<file path="src/include/dci_consts.svh">
`ifndef DCI_CONSTS_SVH
`define DCI_CONSTS_SVH

// request address fields
`define DCI_WORD_LSB 2
`define DCI_WORD_MSB 3
`define DCI_HALF_BIT 4
`define DCI_IDX_LSB 5
`define DCI_IDX_MSB 17
`define DCI_TAG_LSB 10
`define DCI_TAG_MSB 31
`define DCI_WHB_LSB 4
`define DCI_WHB_MSB 17

// associativity codes
`define DCI_ASSOC_DIRECT 2'h0
`define DCI_ASSOC_TWO 2'h1
`define DCI_ASSOC_FOUR 2'h2

// size codes: none, then 4 KB doubling up to the last code
`define DCI_SIZE_NONE 4'h0
`define DCI_SIZE_MIN 4'h3
`define DCI_SIZE_MAX 4'hb

// way masks and set clamps
`define DCI_MASK_NONE 4'h0
`define DCI_MASK_ONE 4'h1
`define DCI_MASK_TWO 4'h3
`define DCI_MASK_FOUR 4'hf
`define DCI_CLAMP_ONE 2'h0
`define DCI_CLAMP_TWO 2'h1
`define DCI_CLAMP_FOUR 2'h3

// full byte enable and reset values
`define DCI_BE_ALL 4'hf
`define DCI_RST_ADDR 32'h0000_0000
`define DCI_RST_WORD 32'h0000_0000

// cycles from request taken to response
`define DCI_RSP_LATENCY 3

`endif

</file>
<file path="src/include/dci_pkg.sv">
package dci_pkg;

	typedef enum logic [2:0] {
		DCI_IDLE = 3'b000,
		DCI_ACCESS = 3'b001,
		DCI_COMPARE = 3'b010,
		DCI_MWAIT = 3'b011,
		DCI_MCAP = 3'b100
	} dci_state_type;

	typedef enum logic [3:0] {
		DCI_CMD_READ = 4'b0000,
		DCI_CMD_WRITE = 4'b0001,
		DCI_CMD_FILL = 4'b0010,
		DCI_CMD_FILL_LAST = 4'b0011,
		DCI_CMD_FLUSH_ALL = 4'b0100,
		DCI_CMD_FLUSH_ADDR = 4'b0101,
		DCI_CMD_FLUSH_INDEX = 4'b0110,
		DCI_CMD_TAG_WRITE = 4'b0111,
		DCI_CMD_CLEAR_DIRTY = 4'b1000
	} dci_cmd_type;

	typedef logic [3:0][31:0] dci_word_vec_type;
	typedef logic [3:0][3:0] dci_be_vec_type;

endpackage : dci_pkg

</file>
<file path="src/include/dci_match_if.sv">
`timescale 1ns/1ns
// carries tag lookup operands to the compare unit and the hit back
interface dci_match_if;
	dci_pkg::dci_word_vec_type tag_rd;
	logic [3:0] valid;
	logic [21:0] tag_ref;
	logic [3:0] way_mask;
	logic [3:0] hit;
	logic [1:0] hit_set;
	logic any_hit;

	modport ctl (
		output tag_rd, valid, tag_ref, way_mask,
		input hit, hit_set, any_hit
	);
	modport unit (
		input tag_rd, valid, tag_ref, way_mask,
		output hit, hit_set, any_hit
	);
endinterface : dci_match_if

</file>
<file path="src/rtl/dci_tag_match.sv">
`timescale 1ns/1ns
module dci_tag_match (
	dci_match_if.unit m
);

	// only ways that exist and hold a valid line may hit
	always_comb begin
		m.hit = 4'h0;
		m.hit_set = 2'h0;
		for (int s = 0; s < 4; s++) begin
			if (m.way_mask[s] && m.valid[s] &&
				m.tag_rd[s][21:0] == m.tag_ref) begin
				m.hit[s] = 1'b1;
				m.hit_set = 2'(s);
			end
		end
	end

	assign m.any_hit = |m.hit;

endmodule : dci_tag_match

</file>
<file path="src/rtl/dci_cache_ram_ctl.sv">
`timescale 1ns/1ns
`include "dci_consts.svh"
module dci_cache_ram_ctl (
	input wire logic clk_i,
	input wire logic nrst_i,
	// configuration
	input wire logic [1:0] associativity_select_i,
	input wire logic [3:0] cache_size_select_i,
	input wire logic write_back_cfg_i,
	// request and response
	input wire logic req_valid_i,
	input wire dci_pkg::dci_cmd_type req_cmd_i,
	input wire logic [31:0] req_addr_i,
	input wire logic [31:0] req_wdata_i,
	input wire logic [3:0] req_byte_en_i,
	input wire logic [1:0] req_set_i,
	output logic req_ready_o,
	output logic rsp_valid_o,
	output logic rsp_hit_o,
	output logic [31:0] rsp_rdata_o,
	output logic [1:0] rsp_dirty_o,
	// data and tag RAMs
	input wire dci_pkg::dci_word_vec_type lower_ram_read_data_i,
	input wire dci_pkg::dci_word_vec_type upper_ram_read_data_i,
	input wire dci_pkg::dci_word_vec_type tag_read_data_i,
	output logic [14:0] lower_ram_word_address_o,
	output logic [14:0] upper_ram_word_address_o,
	output logic [32:0] cache_write_data_o,
	output logic [3:0] lower_ram_clock_enable_o,
	output logic [3:0] upper_ram_clock_enable_o,
	output dci_pkg::dci_be_vec_type lower_byte_write_enable_o,
	output dci_pkg::dci_be_vec_type upper_byte_write_enable_o,
	output logic [12:0] tag_ram_address_o,
	output logic [21:0] tag_write_data_o,
	output logic [3:0] tag_ram_clock_enable_o,
	output logic [3:0] tag_ram_write_enable_o,
	// valid and dirty bit modules
	input wire logic [3:0] per_set_valid_in_i,
	input wire logic victim_upper_dirty_i,
	input wire logic victim_lower_dirty_i,
	input wire logic captured_upper_dirty_i,
	input wire logic captured_lower_dirty_i,
	output logic valid_write_enable_o,
	output logic valid_set_value_o,
	output logic line_dirty_clear_o,
	output logic maint_dirty_clear_pulse_o,
	output logic maint_flush_by_address_o,
	output logic maint_flush_all_o,
	output logic maint_flush_by_index_o,
	output logic maint_tag_write_set_valid_o,
	output logic [3:0] per_set_hit_o,
	output logic [12:0] delayed_line_index_o,
	output logic victim_line_index_o,
	output logic [1:0] victim_set_pointer_o,
	output logic write_back_policy_o,
	output logic [13:0] write_hit_buffer_address_o,
	output logic write_hit_ram_write_enable_o,
	output logic [3:0] write_hit_set_vector_o
);

	// highest set number that exists for an associativity code
	function automatic logic [1:0] dci_set_clamp(input logic [1:0] a);
		unique case (a)
			`DCI_ASSOC_TWO: return `DCI_CLAMP_TWO;
			`DCI_ASSOC_FOUR: return `DCI_CLAMP_FOUR;
			default: return `DCI_CLAMP_ONE;
		endcase
	endfunction : dci_set_clamp

	// sets in use; a size code outside the table means no cache
	function automatic logic [3:0] dci_way_mask(input logic [1:0] a,
		input logic [3:0] sz);
		if (sz < `DCI_SIZE_MIN || sz > `DCI_SIZE_MAX)
			return `DCI_MASK_NONE;
		unique case (dci_set_clamp(a))
			`DCI_CLAMP_TWO: return `DCI_MASK_TWO;
			`DCI_CLAMP_FOUR: return `DCI_MASK_FOUR;
			default: return `DCI_MASK_ONE;
		endcase
	endfunction : dci_way_mask

	// reset released through two flops
	logic [1:0] rst_sync_r;
	logic rst_n_q;
	always_ff @(posedge clk_i or negedge nrst_i) begin
		if (!nrst_i)
			rst_sync_r <= 2'h0;
		else
			rst_sync_r <= {rst_sync_r[0], 1'b1};
	end
	assign rst_n_q = rst_sync_r[1];

	dci_pkg::dci_state_type state_r, state_nxt;
	dci_pkg::dci_cmd_type cmd_r, cmd_nxt;
	logic [31:0] addr_r, addr_nxt, wdata_r, wdata_nxt;
	logic [3:0] be_r, be_nxt;
	logic [1:0] rr_r, rr_nxt, vptr_r, vptr_nxt;
	logic [14:0] ram_addr_r, ram_addr_nxt;
	logic [12:0] idx_r, idx_nxt;
	logic [21:0] tag_wd_r, tag_wd_nxt;
	logic [32:0] wd_out_r, wd_out_nxt;
	logic [3:0] lo_en_r, lo_en_nxt, up_en_r, up_en_nxt;
	logic [3:0] tag_en_r, tag_en_nxt, tag_we_r, tag_we_nxt;
	dci_pkg::dci_be_vec_type lo_we_r, lo_we_nxt, up_we_r, up_we_nxt;
	logic vld_we_r, vld_we_nxt, vld_set_r, vld_set_nxt;
	logic dclr_r, dclr_nxt, mclr_r, mclr_nxt, mfa_r, mfa_nxt;
	logic mfall_r, mfall_nxt, mfi_r, mfi_nxt, mtw_r, mtw_nxt;
	logic vidx_r, vidx_nxt, wb_r, wh_we_r, wh_we_nxt;
	logic [3:0] hitv_r, hitv_nxt, wh_set_r, wh_set_nxt;
	logic [13:0] wh_addr_r, wh_addr_nxt;
	logic rsp_v_r, rsp_v_nxt, rsp_hit_r, rsp_hit_nxt;
	logic [31:0] rsp_rd_r, rsp_rd_nxt;
	logic [1:0] rsp_dirty_r, rsp_dirty_nxt;
	logic [3:0] act_mask;
	logic [3:0] fill_way;
	logic [3:0] hit_way;

	dci_match_if mif ();
	dci_tag_match u_match (
		.m(mif.unit)
	);

	// tag reference comes from the request held since it was taken; tags and valid bits from the RAMs
	assign act_mask = dci_way_mask(associativity_select_i,
		cache_size_select_i);
	assign mif.tag_rd = tag_read_data_i;
	assign mif.valid = per_set_valid_in_i;
	assign mif.tag_ref = addr_r[`DCI_TAG_MSB:`DCI_TAG_LSB];
	assign mif.way_mask = act_mask;
	assign fill_way = act_mask & (4'h1 << rr_r);
	assign hit_way = mif.hit;
	assign req_ready_o = rst_n_q && state_r == dci_pkg::DCI_IDLE;

	// next values for the sequencer and every registered RAM control
	always_comb begin
		state_nxt = state_r;
		cmd_nxt = cmd_r;
		addr_nxt = addr_r;
		wdata_nxt = wdata_r;
		be_nxt = be_r;
		rr_nxt = rr_r;
		vptr_nxt = vptr_r;
		ram_addr_nxt = ram_addr_r;
		idx_nxt = idx_r;
		tag_wd_nxt = tag_wd_r;
		wd_out_nxt = wd_out_r;
		vidx_nxt = vidx_r;
		wh_addr_nxt = wh_addr_r;
		rsp_hit_nxt = rsp_hit_r;
		rsp_rd_nxt = rsp_rd_r;
		rsp_dirty_nxt = rsp_dirty_r;
		// enables and strobes fall back to low each cycle
		lo_en_nxt = 4'h0;
		up_en_nxt = 4'h0;
		tag_en_nxt = 4'h0;
		tag_we_nxt = 4'h0;
		lo_we_nxt = '0;
		up_we_nxt = '0;
		vld_we_nxt = 1'b0;
		vld_set_nxt = 1'b0;
		dclr_nxt = 1'b0;
		mclr_nxt = 1'b0;
		mfa_nxt = 1'b0;
		mfall_nxt = 1'b0;
		mfi_nxt = 1'b0;
		mtw_nxt = 1'b0;
		wh_we_nxt = 1'b0;
		wh_set_nxt = 4'h0;
		hitv_nxt = 4'h0;
		rsp_v_nxt = 1'b0;
		unique case (state_r)
			dci_pkg::DCI_IDLE: begin
				if (req_valid_i && rst_n_q) begin
					cmd_nxt = req_cmd_i;
					addr_nxt = req_addr_i;
					wdata_nxt = req_wdata_i;
					be_nxt = req_byte_en_i;
					idx_nxt = req_addr_i[`DCI_IDX_MSB:`DCI_IDX_LSB];
					ram_addr_nxt = {req_addr_i[`DCI_IDX_MSB:`DCI_IDX_LSB],
						req_addr_i[`DCI_WORD_MSB:`DCI_WORD_LSB]};
					tag_wd_nxt = req_addr_i[`DCI_TAG_MSB:`DCI_TAG_LSB];
					wd_out_nxt = {^req_wdata_i, req_wdata_i};
					vidx_nxt = req_addr_i[`DCI_HALF_BIT];
					vptr_nxt = req_set_i & dci_set_clamp(associativity_select_i);
					state_nxt = dci_pkg::DCI_MWAIT;
					unique case (req_cmd_i)
						dci_pkg::DCI_CMD_READ, dci_pkg::DCI_CMD_WRITE,
						dci_pkg::DCI_CMD_FLUSH_ADDR: begin
							// read only the half that holds the word
							tag_en_nxt = act_mask;
							if (req_addr_i[`DCI_HALF_BIT])
								up_en_nxt = act_mask;
							else
								lo_en_nxt = act_mask;
							state_nxt = dci_pkg::DCI_ACCESS;
						end
						dci_pkg::DCI_CMD_FILL, dci_pkg::DCI_CMD_FILL_LAST: begin
							vptr_nxt = rr_r;
							for (int s = 0; s < 4; s++) begin
								if (fill_way[s] && req_addr_i[`DCI_HALF_BIT])
									up_we_nxt[s] = `DCI_BE_ALL;
								if (fill_way[s] && !req_addr_i[`DCI_HALF_BIT])
									lo_we_nxt[s] = `DCI_BE_ALL;
							end
							if (req_addr_i[`DCI_HALF_BIT])
								up_en_nxt = fill_way;
							else
								lo_en_nxt = fill_way;
							if (req_cmd_i == dci_pkg::DCI_CMD_FILL_LAST) begin
								// last word: tag, valid and dirty close the line
								tag_en_nxt = fill_way;
								tag_we_nxt = fill_way;
								vld_we_nxt = |fill_way;
								vld_set_nxt = |fill_way;
								dclr_nxt = |fill_way;
								rr_nxt = 2'(rr_r + 2'h1) &
									dci_set_clamp(associativity_select_i);
							end
						end
						dci_pkg::DCI_CMD_FLUSH_ALL: mfall_nxt = 1'b1;
						dci_pkg::DCI_CMD_FLUSH_INDEX: mfi_nxt = 1'b1;
						dci_pkg::DCI_CMD_TAG_WRITE: begin
							mtw_nxt = 1'b1;
							tag_en_nxt = act_mask & (4'h1 << vptr_nxt);
							tag_we_nxt = act_mask & (4'h1 << vptr_nxt);
						end
						dci_pkg::DCI_CMD_CLEAR_DIRTY: mclr_nxt = 1'b1;
						default: cmd_nxt = dci_pkg::DCI_CMD_READ;
					endcase
				end
			end
			dci_pkg::DCI_ACCESS: state_nxt = dci_pkg::DCI_COMPARE;
			dci_pkg::DCI_COMPARE: begin
				// RAM data and tags are back; answer and act on the hit
				rsp_v_nxt = 1'b1;
				rsp_hit_nxt = mif.any_hit;
				rsp_dirty_nxt = 2'h0;
				hitv_nxt = hit_way;
				rsp_rd_nxt = addr_r[`DCI_HALF_BIT] ?
					upper_ram_read_data_i[mif.hit_set] :
					lower_ram_read_data_i[mif.hit_set];
				if (cmd_r == dci_pkg::DCI_CMD_WRITE && mif.any_hit) begin
					for (int s = 0; s < 4; s++) begin
						if (hit_way[s] && addr_r[`DCI_HALF_BIT])
							up_we_nxt[s] = be_r;
						if (hit_way[s] && !addr_r[`DCI_HALF_BIT])
							lo_we_nxt[s] = be_r;
					end
					if (addr_r[`DCI_HALF_BIT])
						up_en_nxt = hit_way;
					else
						lo_en_nxt = hit_way;
					wh_we_nxt = 1'b1;
					// dirty marking is withheld in write-through
					wh_set_nxt = write_back_cfg_i ? hit_way : 4'h0;
					wh_addr_nxt = addr_r[`DCI_WHB_MSB:`DCI_WHB_LSB];
				end
				if (cmd_r == dci_pkg::DCI_CMD_FLUSH_ADDR && mif.any_hit) begin
					mfa_nxt = 1'b1;
					vptr_nxt = mif.hit_set;
				end
				state_nxt = dci_pkg::DCI_IDLE;
			end
			dci_pkg::DCI_MWAIT: state_nxt = dci_pkg::DCI_MCAP;
			dci_pkg::DCI_MCAP: begin
				// captured inputs lag the victim ones by a clock
				rsp_v_nxt = 1'b1;
				rsp_hit_nxt = 1'b0;
				rsp_dirty_nxt = {captured_upper_dirty_i,
					captured_lower_dirty_i};
				state_nxt = dci_pkg::DCI_IDLE;
			end
			default: state_nxt = dci_pkg::DCI_IDLE;
		endcase
	end

	// register stage; all RAM-side outputs come straight from here
	always_ff @(posedge clk_i or negedge rst_n_q) begin
		if (!rst_n_q) begin
			state_r <= dci_pkg::DCI_IDLE;
			cmd_r <= dci_pkg::DCI_CMD_READ;
			addr_r <= `DCI_RST_ADDR;
			wdata_r <= `DCI_RST_WORD;
			be_r <= 4'h0;
			{rr_r, vptr_r} <= 4'h0;
			ram_addr_r <= 15'h0000;
			idx_r <= 13'h0000;
			tag_wd_r <= 22'h00_0000;
			wd_out_r <= 33'h0_0000_0000;
			{lo_en_r, up_en_r, tag_en_r, tag_we_r} <= 16'h0000;
			lo_we_r <= '0;
			up_we_r <= '0;
			{vld_we_r, vld_set_r, dclr_r, mclr_r} <= 4'h0;
			{mfa_r, mfall_r, mfi_r, mtw_r} <= 4'h0;
			{vidx_r, wb_r, wh_we_r, rsp_v_r, rsp_hit_r} <= 5'h00;
			{hitv_r, wh_set_r} <= 8'h00;
			wh_addr_r <= 14'h0000;
			rsp_rd_r <= `DCI_RST_WORD;
			rsp_dirty_r <= 2'h0;
		end else begin
			state_r <= state_nxt;
			cmd_r <= cmd_nxt;
			addr_r <= addr_nxt;
			wdata_r <= wdata_nxt;
			be_r <= be_nxt;
			{rr_r, vptr_r} <= {rr_nxt, vptr_nxt};
			ram_addr_r <= ram_addr_nxt;
			idx_r <= idx_nxt;
			tag_wd_r <= tag_wd_nxt;
			wd_out_r <= wd_out_nxt;
			{lo_en_r, up_en_r} <= {lo_en_nxt, up_en_nxt};
			{tag_en_r, tag_we_r} <= {tag_en_nxt, tag_we_nxt};
			lo_we_r <= lo_we_nxt;
			up_we_r <= up_we_nxt;
			{vld_we_r, vld_set_r, dclr_r, mclr_r} <=
				{vld_we_nxt, vld_set_nxt, dclr_nxt, mclr_nxt};
			{mfa_r, mfall_r, mfi_r, mtw_r} <=
				{mfa_nxt, mfall_nxt, mfi_nxt, mtw_nxt};
			{vidx_r, wb_r, wh_we_r} <= {vidx_nxt, write_back_cfg_i, wh_we_nxt};
			{rsp_v_r, rsp_hit_r} <= {rsp_v_nxt, rsp_hit_nxt};
			{hitv_r, wh_set_r} <= {hitv_nxt, wh_set_nxt};
			wh_addr_r <= wh_addr_nxt;
			rsp_rd_r <= rsp_rd_nxt;
			rsp_dirty_r <= rsp_dirty_nxt;
		end
	end

	// output wiring
	assign lower_ram_word_address_o = ram_addr_r;
	assign upper_ram_word_address_o = ram_addr_r;
	assign cache_write_data_o = wd_out_r;
	assign {lower_ram_clock_enable_o, upper_ram_clock_enable_o} =
		{lo_en_r, up_en_r};
	assign lower_byte_write_enable_o = lo_we_r;
	assign upper_byte_write_enable_o = up_we_r;
	assign tag_ram_address_o = idx_r;
	assign delayed_line_index_o = idx_r;
	assign tag_write_data_o = tag_wd_r;
	assign {tag_ram_clock_enable_o, tag_ram_write_enable_o} =
		{tag_en_r, tag_we_r};
	assign {valid_write_enable_o, valid_set_value_o} = {vld_we_r, vld_set_r};
	assign line_dirty_clear_o = dclr_r;
	assign maint_dirty_clear_pulse_o = mclr_r;
	assign maint_flush_by_address_o = mfa_r;
	assign maint_flush_all_o = mfall_r;
	assign maint_flush_by_index_o = mfi_r;
	assign maint_tag_write_set_valid_o = mtw_r;
	assign per_set_hit_o = hitv_r;
	assign victim_line_index_o = vidx_r;
	assign victim_set_pointer_o = vptr_r;
	assign write_back_policy_o = wb_r;
	assign write_hit_buffer_address_o = wh_addr_r;
	assign write_hit_ram_write_enable_o = wh_we_r;
	assign write_hit_set_vector_o = wh_set_r;
	assign {rsp_valid_o, rsp_hit_o} = {rsp_v_r, rsp_hit_r};
	assign rsp_rdata_o = rsp_rd_r;
	assign rsp_dirty_o = rsp_dirty_r;
endmodule : dci_cache_ram_ctl

</file>
<file path="config.mk">
export PLATFORM = sky130hd
export DESIGN_NAME = dci_cache_ram_ctl
export DESIGN_NICKNAME = d
export VERILOG_FILES = /design/src/include/dci_pkg.sv /design/src/include/dci_match_if.sv /design/src/rtl/dci_tag_match.sv /design/src/rtl/dci_cache_ram_ctl.sv
export VERILOG_INCLUDE_DIRS = /design/src /design/src/include
export SDC_FILE = /design/constraint.sdc
export NUM_CORES = 1
export LEC_CHECK = 0
export BUFFER_PORTS_ARGS = -buffer_cell sky130_fd_sc_hd__buf_4
export CAP_MARGIN = 20
export CORE_AREA = 3 3 273 275
export DETAILED_ROUTE_END_ITERATION = 7
export DIE_AREA = 0 0 276 278
export PLACE_DENSITY = 0.34
export SETUP_SLACK_MARGIN = 0.02
export SYNTH_ARGS = -nofsm -noshare
export SYNTH_HDL_FRONTEND = slang
export SYNTH_HIERARCHICAL = 1
export SYNTH_SLANG_ARGS = --single-unit
</file>
<file path="constraint.sdc">
create_clock -name clk_i -period 6.75 [get_ports clk_i]
set_input_delay 1.35 -clock clk_i [delete_from_list [all_inputs] [get_ports clk_i]]
set_output_delay 1.35 -clock clk_i [all_outputs]
set_load 0.05 [all_outputs]
</file>
==> results of run 1 <==
## synthesized netlist by cell type, types with 2 or more instances
cell and n:
a22oi_1 2, xnor2_1 78, mux2i_1 32, ha_1 5
and3b_1 2, nand3_1 23, a21oi_1 13, o22ai_1 2
nand4b_1 5, a32o_1 2, o21bai_1 3, inv_1 8
buf_2 14, mux4_2 64, and3_1 12, a21o_1 3
o21ai_1 21, nand2b_1 8, buf_4 55, nand2_1 184
mux2_1 15, and2_1 2, mux2_2 31, a22o_1 4
xor2_1 42, o21ai_0 39, nor2b_1 6, o32ai_1 2
nor3_1 8, a211oi_1 3, nor2_1 17, clkbuf_1 28
dfrtp_1 194, nor4_1 14, buf_1 6, nand4_1 15
## stage by stage
step	hold slack [ns]	power [mW]	setup WS, ns	cell area (um^2)
2_1_floorplan	0.3311	3.085	1.859	10900
3_3_place_gp	0.3372	3.924	1.299	16650
3_5_place_dp	0.3405	3.928	1.268	16650
4_1_cts	0.3622	5.078	1.821	17250
5_1_grt	0.3752	5.223	1.701	17260
6_report	0.3579	4.951	2.023	17260
## cell usage in the layout (no fill, tap or decap), types with 14 or more instances in the layout
| cell | Yosys | layout |
|---|---|---|
| xnor2_1 | 78 | 78 |
| nor2_1 | 17 | 17 |
| nor4_1 | 14 | 14 |
| nand2_1 | 184 | 182 |
| mux2i_1 | 32 | 32 |
| nand3_1 | 23 | 23 |
| buf_4 | 55 | 680 |
| o21ai_0 | 39 | 39 |
| clkbuf_16 | 0 | 17 |
| mux2_2 | 31 | 31 |
| nand4_1 | 15 | 15 |
| mux4_2 | 64 | 64 |
| dfrtp_1 | 194 | 192 |
| xor2_1 | 42 | 42 |
| o21ai_1 | 21 | 20 |
| mux2_1 | 15 | 15 |
## report_power, final
part / switching (mW) / total [mW] / internal, mW
registers: 0.248 / 1.60 / 1.36
logic: 1.48 / 2.26 / 0.785
clock network: 0.558 / 1.09 / 0.528
total: 2.28 / 4.95 / 2.67
## logic make-up after synthesis
kind of cell / after synthesis
AOI/OAI and AO/OA: 97
xor gates and xnor gates: 120
muxes: 142
DFF: 194
adders and majority gates: 5
buffers and inverters: 114
and+or+nand+nor: 307
other: 1
## worst paths after layout
path	start	to	slack (ns)	cells after the start
max in group asynchronous	rst_sync_r[1]	rsp_dirty_o[0]	5.11	1
min in group asynchronous	rst_sync_r[1]	rsp_rdata_o[3]	0.37	0
min	rst_sync_r[0]	rst_sync_r[1]	0.36	0
max reg2reg	addr_r[16]	rsp_rdata_o[11]	2.69	8
max	associativity_select_i[0]	rsp_rdata_o[11]	2.02	13
min reg2reg	rst_sync_r[0]	rst_sync_r[1]	0.36	0
## critical path: stages
cell     delay, ns
buf_4         0.11
inv_1         0.07
ha_1          0.23
buf_4         0.18
nor2_1        0.27
nand3_1       0.12
nor4_1        0.23
nand4_1       0.37
o21ai_4       0.76
buf_4         0.40
mux4_2        0.53
mux2i_1       0.29
o21ai_0       0.11
## metal layers
| metal | GRT usage, % | up-vias |
|---|---|---|
| met3 | 5.067 | 35 |
| met1 | 16.05 | 4904 |
| met5 | 0 | - |
| li1 | - | 4576 |
| met4 | 3.209 | 2 |
| met2 | 25.77 | 405 |
## final cells by class
type	instances	area share, %
antenna	3	0.04349
clock buffer	17	2.464
clock inverter	14	0.9640
inverter	10	0.2175
multi-input combinational	672	31.40
sequential	194	28.15
tap	959	6.951
timing repair buffer	682	29.81
## registers in the layout, summed over array words and instances, names as in the netlist, 3 cells and up
| name | cells |
|---|---|
| write_hit_buffer_address_o | 14 |
| write_hit_set_vector_o | 4 |
| be_r | 4 |
| tag_ram_clock_enable_o | 4 |
| addr_r | 30 |
| lower_ram_clock_enable_o | 4 |
| rsp_rdata_o | 32 |
| upper_byte_write_enable_o | 16 |
| lower_byte_write_enable_o | 16 |
| cache_write_data_o | 33 |
| cmd_r | 4 |
| per_set_hit_o | 4 |
| tag_ram_write_enable_o | 4 |
| upper_ram_clock_enable_o | 4 |
| state_r | 3 |
==> results.py, run 1 <==
metrics = {
    "synth": {
        "netlist_area_mm2": 0.01090,
        "yosys_warnings": 6,
        "yosysSeqAreaShare_pct": 44.53,
        "yosysTopAreaCell": "dfrtp_1",
        "synth_area_leaders": "dfrtp_1, mux4_2, nand2_1, xnor2_1, buf_4",
        "ys_ff_latch": 194,
        "syn_nets": 1461,
        "synth_fa_ha_area_share_pct": 0.5739,
        "synth-compound-area-share_pct": 5.096,
        "synth_top_area_share_pct": 44.53,
        "synthCells": 980,
        "synth_edf_count": 0,
        "synth_top_family_by_area": "multiplexers",
        "synth_cell_types": 54,
        "synth_ff_type": "dfrtp_1",
        "synth-simple-area-share_pct": 13.22,
        "synthArstFlopShare_pct": 100.0,
        "synth-xor-area-share_pct": 9.641,
        "synth.area.mux_share_pct": 20.91,
        "synth_area_per_cell_um2": 11.12,
    },
    "place": {
        "hpwl_um": 46050,
        "portBuffers": 662,
        "gp_congestion": 0.8650,
        "placed_cells": 2516,
    },
    "grt": {
        "grt_pass1_wl_um": 79460,
        "globalRouteTotalUtil_pct": 14.25,
        "antenna_found_initial": 6,
        "gr-total-overflow": 0,
        "grt_max_degree": 67,
        "grt_pass1_vias": 10790,
    },
    "final_layout": {
        "fin_cells": 2551,
        "seqCellArea_mm2": 0.004860,
        "drive_gt1_share_pct": 51.54,
        "n_fill_cell": 7954,
        "num-nets-final": 2058,
        "area_growth_pct": 58.34,
        "multiInputGateArea_mm2": 0.005420,
        "utilization_pct": 23.78,
    },
    "sta": {
        "clock_skew_ns": 0.01477,
        "drv_slew": 0,
        "fmax_mhz": 211.5,
        "fin_crit_ns": 4.727,
        "rsz0062_at_grt": "no",
        "finalHoldViolCount": 0,
        "maxSlewHeadroom_pct": 37.95,
        "timing.final.crit_share_pct": 70.03,
        "finalSetupTns_ns": 0,
        "worst_pin_slew_ns": 0.9278,
        "setup_viol": 0,
    },
    "clock_network": {
        "ctsRootBufferMaster": "clkbuf_16",
        "ctsHoldBuffers": 0,
        "clkSlewWorstSetupHoldPaths_ns": 0.09,
        "clk_path_buf_depth": 2,
        "cts_resized": 0,
        "insertion_delay_ns": 0.48,
        "htreeDepth": 4,
        "cts_setup_buffers": 0,
        "cts_tree": "yes",
        "numCtsBuffers": 17,
        "cts_sinks": 194,
    },
    "floorplan": {
        "dieWidth_um": 276,
        "coreArea_mm2": 0.07259,
        "rows": 99,
        "dieArea_mm2": 0.07673,
        "dieHeight_um": 278,
        "initial_core_util_pct": 15.02,
        "io_pins": 707,
    },
    "routing": {
        "drt-total-wl_um": 55910,
        "wire_per_inst_um": 21.92,
        "vias": 9922,
        "dr_wl_met2_um": 29360,
        "drt_iter0_drc": 405,
        "ant_nets": 0,
        "met1_length_um": 21410,
        "viasPerCell": 3.889,
        "route.detailed.drc": 0,
        "first_pass_iters": 6,
        "wl_met3_um": 4420,
        "routed.top_layer": "met5",
    },
    "critical_path": {
        "crit_arrival_ns": 5.06,
        "worstSetupPathType": "input port to register",
        "crit_fanout": 14,
        "crit_required_ns": 7.09,
        "worstSetupEndpointType": "register",
        "startpoint_type": "input port",
    },
    "power_and_ir_drop": {
        "p_leak_nw": 8.217,
        "ir_worst_vdd_uv": 136.2,
        "powerDensity_mw_per_mm2": 286.8,
    },
    "worst_hold_path": {
        "hold_class": "register to register",
    },
    "flow_run": {
        "drv_cap": 0,
    },
    "run_status": {
        "outcome": "finished, final reports clean",
    },
}
(Power assumes the default switching activity.)
==> run 2: changes to the inputs <==
- clock period: 6.75 -> 4.2 ns (I/O delays scaled with it)
==> run 2 against run 1 <==
  * Sequential share of layout area fell by 0.39 points
  * Worst hold slack worse by 0.24 ns
  * Final cell count grew 0.94%
  * Power increased by 61%
  * Sequential power rose by 61%
  * Non-clock buffer count is 21 higher
  * Combinational power rose by 61%
==> results.py, run 2 (synthesis gave the netlist of run 1 again) <==
metrics = {
    "run_status": {
        "outcome": "finished, final reports clean",
    },
    "place": {
        "gp_congestion": 0.8537,
        "place_area_mm2": 0.01690,
        "hpwl_um": 46710,
        "portBuffers": 662,
    },
    "final_layout": {
        "drive_gt1_share_pct": 52.14,
        "layout_commonest_cell": "buf_4",
        "design_area_mm2": 0.01750,
        "area_growth_pct": 60.56,
        "utilization_pct": 24.11,
        "num-nets-final": 2079,
        "largest_reg_flops": 33,
        "final_cell_mix": "buf_4, dfrtp_1, nand2_1, xnor2_1, mux4_2",
    },
    "clock_network": {
        "cts_setup_buffers": 0,
        "cts_resized": 0,
        "ctsHoldBuffers": 0,
        "insertion_delay_ns": 0.49,
        "cts_sinks": 194,
        "numCtsBuffers": 17,
        "cts_tree": "yes",
        "ctsRootBufferMaster": "clkbuf_16",
        "clkSlewWorstSetupHoldPaths_ns": 0.08,
        "htreeDepth": 4,
        "clk_path_buf_depth": 2,
    },
    "sta": {
        "clock_skew_ns": 0.01549,
        "fin_crit_ns": 3.618,
        "timing.final.crit_share_pct": 86.15,
        "rsz0062_at_grt": "no",
        "setup_viol": 0,
        "drv_slew": 0,
        "fin_hold_ws_ns": 0.1222,
        "fmax_mhz": 276.4,
        "finalSetupTns_ns": 0,
        "finalHoldViolCount": 0,
        "maxSlewHeadroom_pct": 23.74,
        "worst_pin_slew_ns": 1.144,
    },
    "power_and_ir_drop": {
        "powerDensity_mw_per_mm2": 456.8,
        "p_sw_mw": 3.683,
        "combPwrFrac_pct": 45.6,
        "seq_power_share_pct": 32.3,
        "p_leak_nw": 8.357,
        "ir_worst_vdd_uv": 216.5,
        "power.internal_mw": 4.312,
        "total_power_mw": 7.995,
        "switching_share_pct": 46.07,
        "clockPowerShare_pct": 22.1,
    },
    "floorplan": {
        "rows": 99,
        "io_pins": 707,
        "dieHeight_um": 278,
        "coreArea_mm2": 0.07259,
        "initial_core_util_pct": 15.02,
        "dieArea_mm2": 0.07673,
        "dieWidth_um": 276,
    },
    "flow_run": {
        "drv_cap": 0,
    },
    "routing": {
        "first_pass_iters": 4,
        "route.detailed.drc": 0,
        "viasPerCell": 3.868,
        "drt_iter0_drc": 407,
        "ant_nets": 0,
        "wire_per_inst_um": 21.98,
        "vias": 9961,
        "drt-total-wl_um": 56610,
    },
    "grt": {
        "grt_pass1_vias": 10970,
        "grt_max_degree": 150,
        "grt_pass1_wl_um": 80790,
        "gr-total-overflow": 0,
        "antenna_found_initial": 7,
        "globalRouteTotalUtil_pct": 14.49,
    },
    "critical_path": {
        "crit_arrival_ns": 3.99,
        "reg2reg_slack_ns": 0.58,
        "worstSetupEndpointType": "register",
        "crit_required_ns": 4.57,
        "worstSetupPathType": "register to register",
        "r2r_cells": 10,
        "crit_fanout": 20,
        "regToRegStartpoint": "addr_r[16]",
        "r2r-end": "rsp_rdata_o[11]",
        "startpoint_type": "register",
    },
    "worst_hold_path": {
        "hold_class": "input port to asynchronous set/reset pin",
    },
}
## run 2: changes by cell type in the layout (fill, tap and decap cells not counted), sizes merged
cell | previous run | this run
buf | 682 | 703
clkinv | 4 | 7
clkinvlp | 2 | 0
diode | 3 | 5
clkbuf | 17 | 18
inv | 17 | 16
## run 2: worst max-delay path by stage
stage / to / from / slack, ns / cells after the start
global placement: rsp_rdata_o[11] / associativity_select_i[0] / 0.09 / 13
detailed placement: rsp_rdata_o[11] / associativity_select_i[0] / 0.08 / 13
CTS: rsp_rdata_o[11] / addr_r[16] / 0.45 / 10
global route: rsp_rdata_o[11] / addr_r[16] / 0.42 / 10
floorplan: tag_ram_clock_enable_o[1] / rst_sync_r[1] / 0.66 / 6
finish: rsp_rdata_o[11] / addr_r[16] / 0.58 / 10
## run 2: worst max-delay path: stages, from the launching register on
cell and delay, ns:
dfrtp_1 0.57, xor2_1 0.24, nor4_1 0.66, buf_4 0.22, nand4_1 0.24, o21ai_4 0.25, buf_12 0.21, mux4_2 0.53
mux2i_1 0.29, buf_4 0.17, o21ai_0 0.06
## run 2: cell type report
class / count / area (um^2)
Antenna cell: 5 / 12.51
Clock buffer: 18 / 429.2
Clock inverter: 14 / 167.7
Fill cell: 7957 / 55080
Inverter: 10 / 37.54
Multi-Input combinational cell: 672 / 5420
Sequential cell: 194 / 4860
Tap cell: 959 / 1200
Timing Repair Buffer: 703 / 5378
## run 2: through the flow
step,setup slack [ns],instances
floorplan,0.6597,980
finish,0.5816,2575
CTS,0.4497,2570
detailed placement,0.07529,2538
global route,0.4154,2575
global placement,0.09475,2538
## run 2: metal layers
layer / wire [um] / part of all wire, % / up-vias / track usage, %
met5: 24 / 0.042 / - / 0
met4: 1360 / 2.4 / 4 / 4.875
met3: 4329 / 7.6 / 52 / 5.100
met2: 29310 / 52 / 423 / 25.66
met1: 21590 / 38 / 4850 / 16.18
li1: - / - / 4632 / -
## run 2: power by group through the flow
stage	combinational [mW]	sequential, mW	clock (mW)
final	3.64	2.58	1.77
after global routing	3.85	2.64	1.95
after CTS	3.71	2.60	1.89
after detailed placement	3.71	2.63	0
after global placement	3.71	2.62	0
after floorplan	1.41	3.55	0
